===== src/inc/serdes_regs_cfg.svh =====
/*
  Constants for the lane status, lock and link reset register group.
  Assumes byte-wide registers on a 12-bit register address.
*/
`ifndef SERDES_REGS_CFG_SVH
`define SERDES_REGS_CFG_SVH
`define ADDR_W          12
`define DATA_W          8
`define LANES           16
`define LANE_SEL_W      4
`define PHASE_W         8
`define PLLS            4
`define OFS_W           16
`define ADDR_CDR_PHASE  12'h239
`define ADDR_PLL_STATUS 12'h250
`define ADDR_LINK_RST   12'h253
`define ADDR_EXTERNAL_REFERENCE_PIN     12'h2B0
`define ADDR_CUR_2X     12'h2B1
`define ADDR_OFS_HOLD   12'h2CF
`define RST_CTL         8'h00
`define RD_UNMAPPED     8'h00
`define BIT_FUNC        0
`define LOST_LSB        0
`define LIVE_LSB        4
`define LIVE_MSB        7
`define LOST_MSB        3
`endif


===== src/inc/serdes_regs_pkg.sv =====
/*
  Types for the lane status, lock and link reset register group.
  Assumes the constants header is on the include path.
*/
`include "serdes_regs_cfg.svh"
package serdes_regs_pkg;
  typedef logic [`PHASE_W-1:0] lane_word_t;
  typedef struct packed {
    lane_word_t [`LANES-1:0] lane;
  } lane_bus_t;
  typedef struct packed {
    logic [`OFS_W-1:0] ofs1;
    logic [`OFS_W-1:0] ofs0;
  } offset_pair_t;
endpackage


===== src/design/serdes_status_link_reset_regs.sv =====
/*
  Byte-wide register group: lane recovery phase readout, lock status of
  four link PLLs, link digital reset, reference select, current doubler
  and offset update hold.
  Assumes the register port, phase, arrival and offset inputs are on
  i_core_clk; PLL lock inputs are asynchronous.
*/
`timescale 1ns/1ps
`include "serdes_regs_cfg.svh"

// Functional notes
// - Phase register reads the selected lane's present phase, all eight bits.
// - Phase read value is gray coded.
// - Upper status nibble shows live lock of each of four PLLs.
// - Lock-lost bit sets whenever its live lock bit is low; a PLL lock low for only one cycle never reaches it.
// - Lock-lost bit n covers lanes 4n to 4n+3.
// - Lock-lost bits are sticky and clear on write of one.
// - Link reset bit holds link receiver digital logic in reset.
// - Lane arrival captured only on first buffer release try after enable or after link reset clears.
// - Reference select bit switches converter to external reference pin.
// - Current doubler bit doubles analog output current.
// - Hold bit stops new offsets reaching converters.
// - Hold falling applies pending offsets to both converters together.
module serdes_status_link_reset_regs
  import serdes_regs_pkg::*;
(
  input  wire logic                   i_core_clk,             // Core clock
  input  wire logic                   i_nrst,                 // Async reset, low
  input  wire logic                   i_reg_wr,               // Register write strobe
  input  wire logic                   i_reg_rd,               // Register read strobe
  input  wire logic [`ADDR_W-1:0]     i_reg_addr,             // Register address
  input  wire logic [`DATA_W-1:0]     i_reg_wdata,            // Write data
  output logic      [`DATA_W-1:0]     o_reg_rdata,            // Read data, next cycle
  input  wire logic [`LANE_SEL_W-1:0] i_readout_lane_select,  // Lane for phase read
  input  wire lane_bus_t              i_clock_recovery_phase, // Binary phase per lane
  input  wire logic [`PLLS-1:0]       i_serdes_lock,          // PLL lock, async
  input  wire logic                   i_link_enable_bit,      // Link enable level
  input  wire logic                   i_ebuf_release_try,     // Release attempt pulse
  input  wire lane_bus_t              i_lane_arrival,         // Arrival per lane
  input  wire offset_pair_t           i_converter_offset_value, // Offset registers
  output lane_bus_t                   o_lane_arrival_capture, // Captured arrival
  output logic                        o_link_digital_reset,   // Link digital reset
  output logic                        o_external_reference_select, // Ext reference
  output logic                        o_output_current_doubler,    // Current 2x
  output offset_pair_t                o_applied_offset        // Offsets in use
);

  logic [`PLLS-1:0]    lock_s1_q;
  logic [`PLLS-1:0]    lock_s2_q;
  logic [`PLLS-1:0]    lock_s3_q;
  logic [`PLLS-1:0]    lock_live_q;
  logic [`PLLS-1:0]    lock_lost_q;
  logic [`PLLS-1:0]    lock_lost_d;
  logic [`DATA_W-1:0]  link_rst_q;
  logic [`DATA_W-1:0]  external_reference_pin_q;
  logic [`DATA_W-1:0]  cur2x_q;
  logic [`DATA_W-1:0]  hold_q;
  logic [`DATA_W-1:0]  rdata_d;
  logic                arrival_armed_q;
  logic                arrival_rearm;
  logic                arrival_take;
  lane_word_t          phase_bin;
  lane_word_t          phase_gray;
  logic                wr_status;

  // Selected lane phase and its gray form
  // lane phase select
  assign phase_bin  = i_clock_recovery_phase.lane[i_readout_lane_select];
  assign phase_gray = phase_bin ^ {1'h0, phase_bin[`PHASE_W-1:1]};

  // Lock synchronisers, three stages
  always_ff @(posedge i_core_clk or negedge i_nrst) begin
    if (!i_nrst) begin
      lock_s1_q <= '0;
      lock_s2_q <= '0;
      lock_s3_q <= '0;
    end else begin
      lock_s1_q <= i_serdes_lock;
      lock_s2_q <= lock_s1_q;
      lock_s3_q <= lock_s2_q;
    end
  end

  // Live lock follows once stages two and three agree
  always_ff @(posedge i_core_clk or negedge i_nrst) begin
    if (!i_nrst) begin
      lock_live_q <= '0;
    end else begin
      for (int i = 0; i < `PLLS; i++) begin
        if (lock_s2_q[i] == lock_s3_q[i]) begin
          lock_live_q[i] <= lock_s3_q[i];
        end
      end
    end
  end

  assign wr_status = i_reg_wr && (i_reg_addr == `ADDR_PLL_STATUS);

  // Sticky lock-lost bits, set beats clear
  always_comb begin
    lock_lost_d = lock_lost_q;
    if (wr_status) begin
      lock_lost_d = lock_lost_d & ~i_reg_wdata[`LOST_MSB:`LOST_LSB];
    end
    // set on low lock, bit n per PLL n
    lock_lost_d = lock_lost_d | ~lock_live_q;
  end

  always_ff @(posedge i_core_clk or negedge i_nrst) begin
    if (!i_nrst) begin
      lock_lost_q <= '0;
    end else begin
      lock_lost_q <= lock_lost_d;
    end
  end

  // Control registers, full byte kept
  always_ff @(posedge i_core_clk or negedge i_nrst) begin
    if (!i_nrst) begin
      link_rst_q <= `RST_CTL;
      external_reference_pin_q   <= `RST_CTL;
      cur2x_q    <= `RST_CTL;
      hold_q     <= `RST_CTL;
    end else if (i_reg_wr) begin
      case (i_reg_addr)
        `ADDR_LINK_RST: link_rst_q <= i_reg_wdata;
        `ADDR_EXTERNAL_REFERENCE_PIN:   external_reference_pin_q   <= i_reg_wdata;
        `ADDR_CUR_2X:   cur2x_q    <= i_reg_wdata;
        `ADDR_OFS_HOLD: hold_q     <= i_reg_wdata;
        default: ;
      endcase
    end
  end

  // Analog and link control outputs
  always_ff @(posedge i_core_clk or negedge i_nrst) begin
    if (!i_nrst) begin
      o_link_digital_reset        <= 1'h0;
      o_external_reference_select <= 1'h0;
      o_output_current_doubler    <= 1'h0;
    end else begin
      o_link_digital_reset        <= link_rst_d_bit(link_rst_q, i_reg_wr, i_reg_addr,
                                                    i_reg_wdata, `ADDR_LINK_RST);
      o_external_reference_select <= link_rst_d_bit(external_reference_pin_q, i_reg_wr, i_reg_addr,
                                                    i_reg_wdata, `ADDR_EXTERNAL_REFERENCE_PIN);
      o_output_current_doubler    <= link_rst_d_bit(cur2x_q, i_reg_wr, i_reg_addr,
                                                    i_reg_wdata, `ADDR_CUR_2X);
    end
  end

  // Next functional bit of a control register
  function automatic logic link_rst_d_bit(
    input logic [`DATA_W-1:0] cur,
    input logic               wr,
    input logic [`ADDR_W-1:0] addr,
    input logic [`DATA_W-1:0] wdata,
    input logic [`ADDR_W-1:0] own
  );
    link_rst_d_bit = (wr && addr == own) ? wdata[`BIT_FUNC] : cur[`BIT_FUNC];
  endfunction

  // Offsets pass through unless held
  always_ff @(posedge i_core_clk or negedge i_nrst) begin
    if (!i_nrst) begin
      o_applied_offset <= '0;
    end else if (!hold_q[`BIT_FUNC]) begin
      o_applied_offset <= i_converter_offset_value;
    end
  end

  // Arrival capture armed by disable or link reset
  assign arrival_rearm = !i_link_enable_bit || link_rst_q[`BIT_FUNC];
  assign arrival_take  = arrival_armed_q && !arrival_rearm && i_ebuf_release_try;

  always_ff @(posedge i_core_clk or negedge i_nrst) begin
    if (!i_nrst) begin
      arrival_armed_q <= 1'h1;
    end else if (arrival_rearm) begin
      arrival_armed_q <= 1'h1;
    end else if (arrival_take) begin
      arrival_armed_q <= 1'h0;
    end
  end

  always_ff @(posedge i_core_clk or negedge i_nrst) begin
    if (!i_nrst) begin
      o_lane_arrival_capture <= '0;
    end else if (arrival_take) begin
      o_lane_arrival_capture <= i_lane_arrival;
    end
  end

  // Read multiplexer
  always_comb begin
    case (i_reg_addr)
      `ADDR_CDR_PHASE:  rdata_d = phase_gray;
      `ADDR_PLL_STATUS: rdata_d = {lock_live_q, lock_lost_q};
      `ADDR_LINK_RST:   rdata_d = link_rst_q;
      `ADDR_EXTERNAL_REFERENCE_PIN:     rdata_d = external_reference_pin_q;
      `ADDR_CUR_2X:     rdata_d = cur2x_q;
      `ADDR_OFS_HOLD:   rdata_d = hold_q;
      default:          rdata_d = `RD_UNMAPPED;
    endcase
  end

  always_ff @(posedge i_core_clk or negedge i_nrst) begin
    if (!i_nrst) begin
      o_reg_rdata <= `RD_UNMAPPED;
    end else if (i_reg_rd) begin
      o_reg_rdata <= rdata_d;
    end
  end
endmodule


===== config.mk =====
export PLATFORM = sky130hd
export DESIGN_NAME = serdes_status_link_reset_regs
export DESIGN_NICKNAME = d
export VERILOG_FILES = /design/src/inc/serdes_regs_pkg.sv /design/src/design/serdes_status_link_reset_regs.sv
export VERILOG_INCLUDE_DIRS = /design/src /design/src/inc
export SDC_FILE = /design/constraint.sdc
export NUM_CORES = 1
export LEC_CHECK = 0
export ABC_AREA = 1
export BUFFER_PORTS_ARGS = -buffer_cell sky130_fd_sc_hd__buf_2
export CORE_AREA = 8 8 186 188
export DETAILED_ROUTE_END_ITERATION = 7
export DIE_AREA = 0 0 194 196
export SLEW_MARGIN = 20
export SYNTH_ARGS = -nofsm -noshare
export SYNTH_HDL_FRONTEND = slang
export SYNTH_SLANG_ARGS = --single-unit

===== constraint.sdc =====
create_clock -name i_core_clk -period 2.7 [get_ports i_core_clk]
set_input_delay 0.27 -clock i_core_clk [delete_from_list [all_inputs] [get_ports i_core_clk]]
set_output_delay 0.27 -clock i_core_clk [all_outputs]
set_load 0.1 [all_outputs]

==> results.yml <==
run_status:
  status: "completed"
floorplan:
  core_area_um2: 31880
  start_util_pct: 32.32
  dieArea_um2: 38020
  num_rows: 66
  io_pins: 493
  fp.dieW_um: 194
  die_y_um: 196
worst_setup_path:
  r2r-end: "o_lane_arrival_capture[18]$_DFFE_PN0P_"
  arrival_ns: 2.32
  r2r_slack_ns: 0.77
  crit_path_start: "link_rst_q[0]$_DFFE_PN0P_"
  crit_path_end: "o_lane_arrival_capture[18]$_DFFE_PN0P_"
  worstPathMaxFanout: 60
  critPathCaptureType: "flip-flop"
  crit_path_start_kind: "flip-flop"
  required_ns: 3.09
  crit_type: "flip-flop to flip-flop"
  rr_worst_depth: 4
  reg2reg_from: "link_rst_q[0]$_DFFE_PN0P_"
synthesis:
  syn_nets: 1381
  synth_area_leader_cell: "dfrtp_1"
  post_synth_num_cell_types: 25
  synth.avg_cell_area_um2: 9.730
  synth_top_area_share_pct: 54.16
  ys.warnings.count: 0
  ys_ff_latch: 224
  yosysSeqAreaShare_pct: 54.41
  syn_inst: 1059
  syn_area_um2: 10300
  netlist_top_cells_area: "dfrtp_1, mux2_2, nand2_1"
layout:
  fin_nets: 2029
  final_core_util_pct: 49.23
  fin_cells: 2141
  seq_area_um2: 5608
  drive_above_1_share_pct: 42.18
  fin_area_um2: 15690
  syn_to_final_growth_pct: 52.31
  multi_input_area_um2: 3989
  n_fill_cell: 2874
global_route:
  grt_max_degree: 78
  grtUsageTotal_pct: 20.81
  antenna_found_initial: 12
  grt_overflow_total: 0
  grt_pass1_wl_um: 63360
  grt_pass1_vias: 10992
timing:
  fin_worst_skew_ns: 0.007836
  maxSlewViolCount: 0
  fin_crit_ns: 1.929
  hold_ws_ns: 0.02107
  rsz0062_at_grt: "no"
  tightest_slew_ns: 0.9015
  fmax_mhz: 518.5
  finalCritPeriodShare_pct: 71.43
  setup_ws_ns: 0.7715
  setup_viol: 0
  hold_viol_final: 0
  max-slew-margin-rel_pct: 39.90
  final.setup.tns_ns: 0
clock_network:
  root_buffer: "clkbuf_16"
  cts_resized: 0
  clkSinkCount: 224
  postCtsSetupRepairBufs: 0
  htreeDepth: 1
  cts_tree: "done"
  cts_buffer_depth: 3
  clk_transition_reported_paths_ns: 0.06
  numCtsBuffers: 25
  clk_latency_ns: 0.51
  hold_buffers: 164
power_and_ir_drop:
  total_power_mw: 12.17
  powerDensity_nw_per_um2: 775.4
  vdd_drop_max_mv: 0.7293
  power.leakage_nw: 8.246
drt:
  drt_iter0_drc: 437
  dr_total_vias: 9986
  vias_per_cell: 4.664
  ant_nets: 0
  wirelength_um: 41010
  drc_errors: 0
  wire_per_inst_um: 19.15
  firstDrtPassIters: 5
placement:
  preCtsSetupSlack_ns: 0.7819
  gp_congestion: 0.8769
  hpwl_um: 29950
  port_buffers: 492
  dp.cells: 1924
  dpl-instance-area_um2: 13200
worst_hold_path:
  hold_path.class: "primary input to flip-flop"
run:
  cap_viol_max_count: 0
## placed cells by master, fill, tap and decap left out, drive strengths merged
cell	instances
nor2	23
dfstp	1
dlygate4sd3	164
clkbuf	38
buf	503
o21ai	37
diode	7
nor3	7
inv	127
clkinv	5
nand4	3
nand2	311
nand3	116
dfrtp	223
clkinvlp	2
nand3b	1
maj3	4
bufinv	1
mux2	160
## layout make-up
class                           count  share of cell area (%)
Sequential cell                   224                   35.73
Timing Repair Buffer              667                   27.14
Multi-Input combinational cell    662                   25.42
Clock buffer                       38                   4.807
Tap cell                          408                   3.253
Inverter                          127                   3.046
Clock inverter                      8                  0.4943
Antenna cell                        7                  0.1116
## sequential cells by signal (all words and copies together) (netlist names), 4 cells and up
register,cells
lock_lost_q,4
lock_s3_q,4
hold_q,8
lock_s1_q,4
external_reference_pin_q,8
lock_s2_q,4
lock_live_q,4
o_reg_rdata,8
o_lane_arrival_capture,128
link_rst_q,8
o_applied_offset,32
cur2x_q,8
## worst max-delay path, cell delays in order (launching register included)
cell	delay, ns
dfrtp_1	0.41
nor2_1	0.22
nand3_4	0.43
buf_12	0.38
mux2_2	0.32
## layer usage
layer  global-route usage, %  share of wire [%]  vias up
li1                        -                  -     4698
met1                   22.03                 37     4706
met2                   36.88                 49      471
met3                   6.717                8.5      101
met4                   10.55                5.4       10
met5                       0               0.16        -
## synth_stat cells (all sizes together)
cell type  number
nand2         311
dfrtp         223
mux2          160
inv           126
nand3         116
buf            40
o21ai          37
nor2           23
nor3            7
clkbuf          6
maj3            4
nand4           3
clkinv          1
dfstp           1
nand3b          1
## kinds of logic (layout without fill, tap and decap cells)
kind of cell | Yosys count | after routing | share of synthesized area [%]
and+or+nand+nor | 461 | 461 | 18.92
DFF | 224 | 224 | 54.41
buffers and inverters | 173 | 840 | 6.994
muxes | 160 | 160 | 17.49
AOI/OAI and AO/OA | 37 | 37 | 1.797
adders and majority gates | 4 | 4 | 0.3886
other | 0 | 7 | 0
## power by group
part           internal [mW]  switching [mW]  leakage, nW
combinational          0.991            3.80         5.13
clock                   2.02            1.37        0.406
sequential              3.77           0.218         2.71
## worst min-delay path by stage
| stage | cells after the start | start | end | slack (ns) |
|---|---|---|---|---|
| floorplan | 0 | i_nrst | cur2x_q[0]$_DFFE_PN0P_ | -0.03 |
| global placement | 1 | i_nrst | o_applied_offset[2]$_DFFE_PN0N_ | 0.18 |
| detailed placement | 1 | i_nrst | o_applied_offset[2]$_DFFE_PN0N_ | 0.18 |
| CTS | 3 | i_reg_rd | o_reg_rdata[0]$_DFFE_PN0P_ | 0.002 |
| global route | 2 | i_converter_offset_value[13] | o_applied_offset[13]$_DFFE_PN0N_ | 0.02 |
| finish | 3 | i_reg_rd | o_reg_rdata[0]$_DFFE_PN0P_ | 0.02 |
Power figures use the tool's default switching activity.
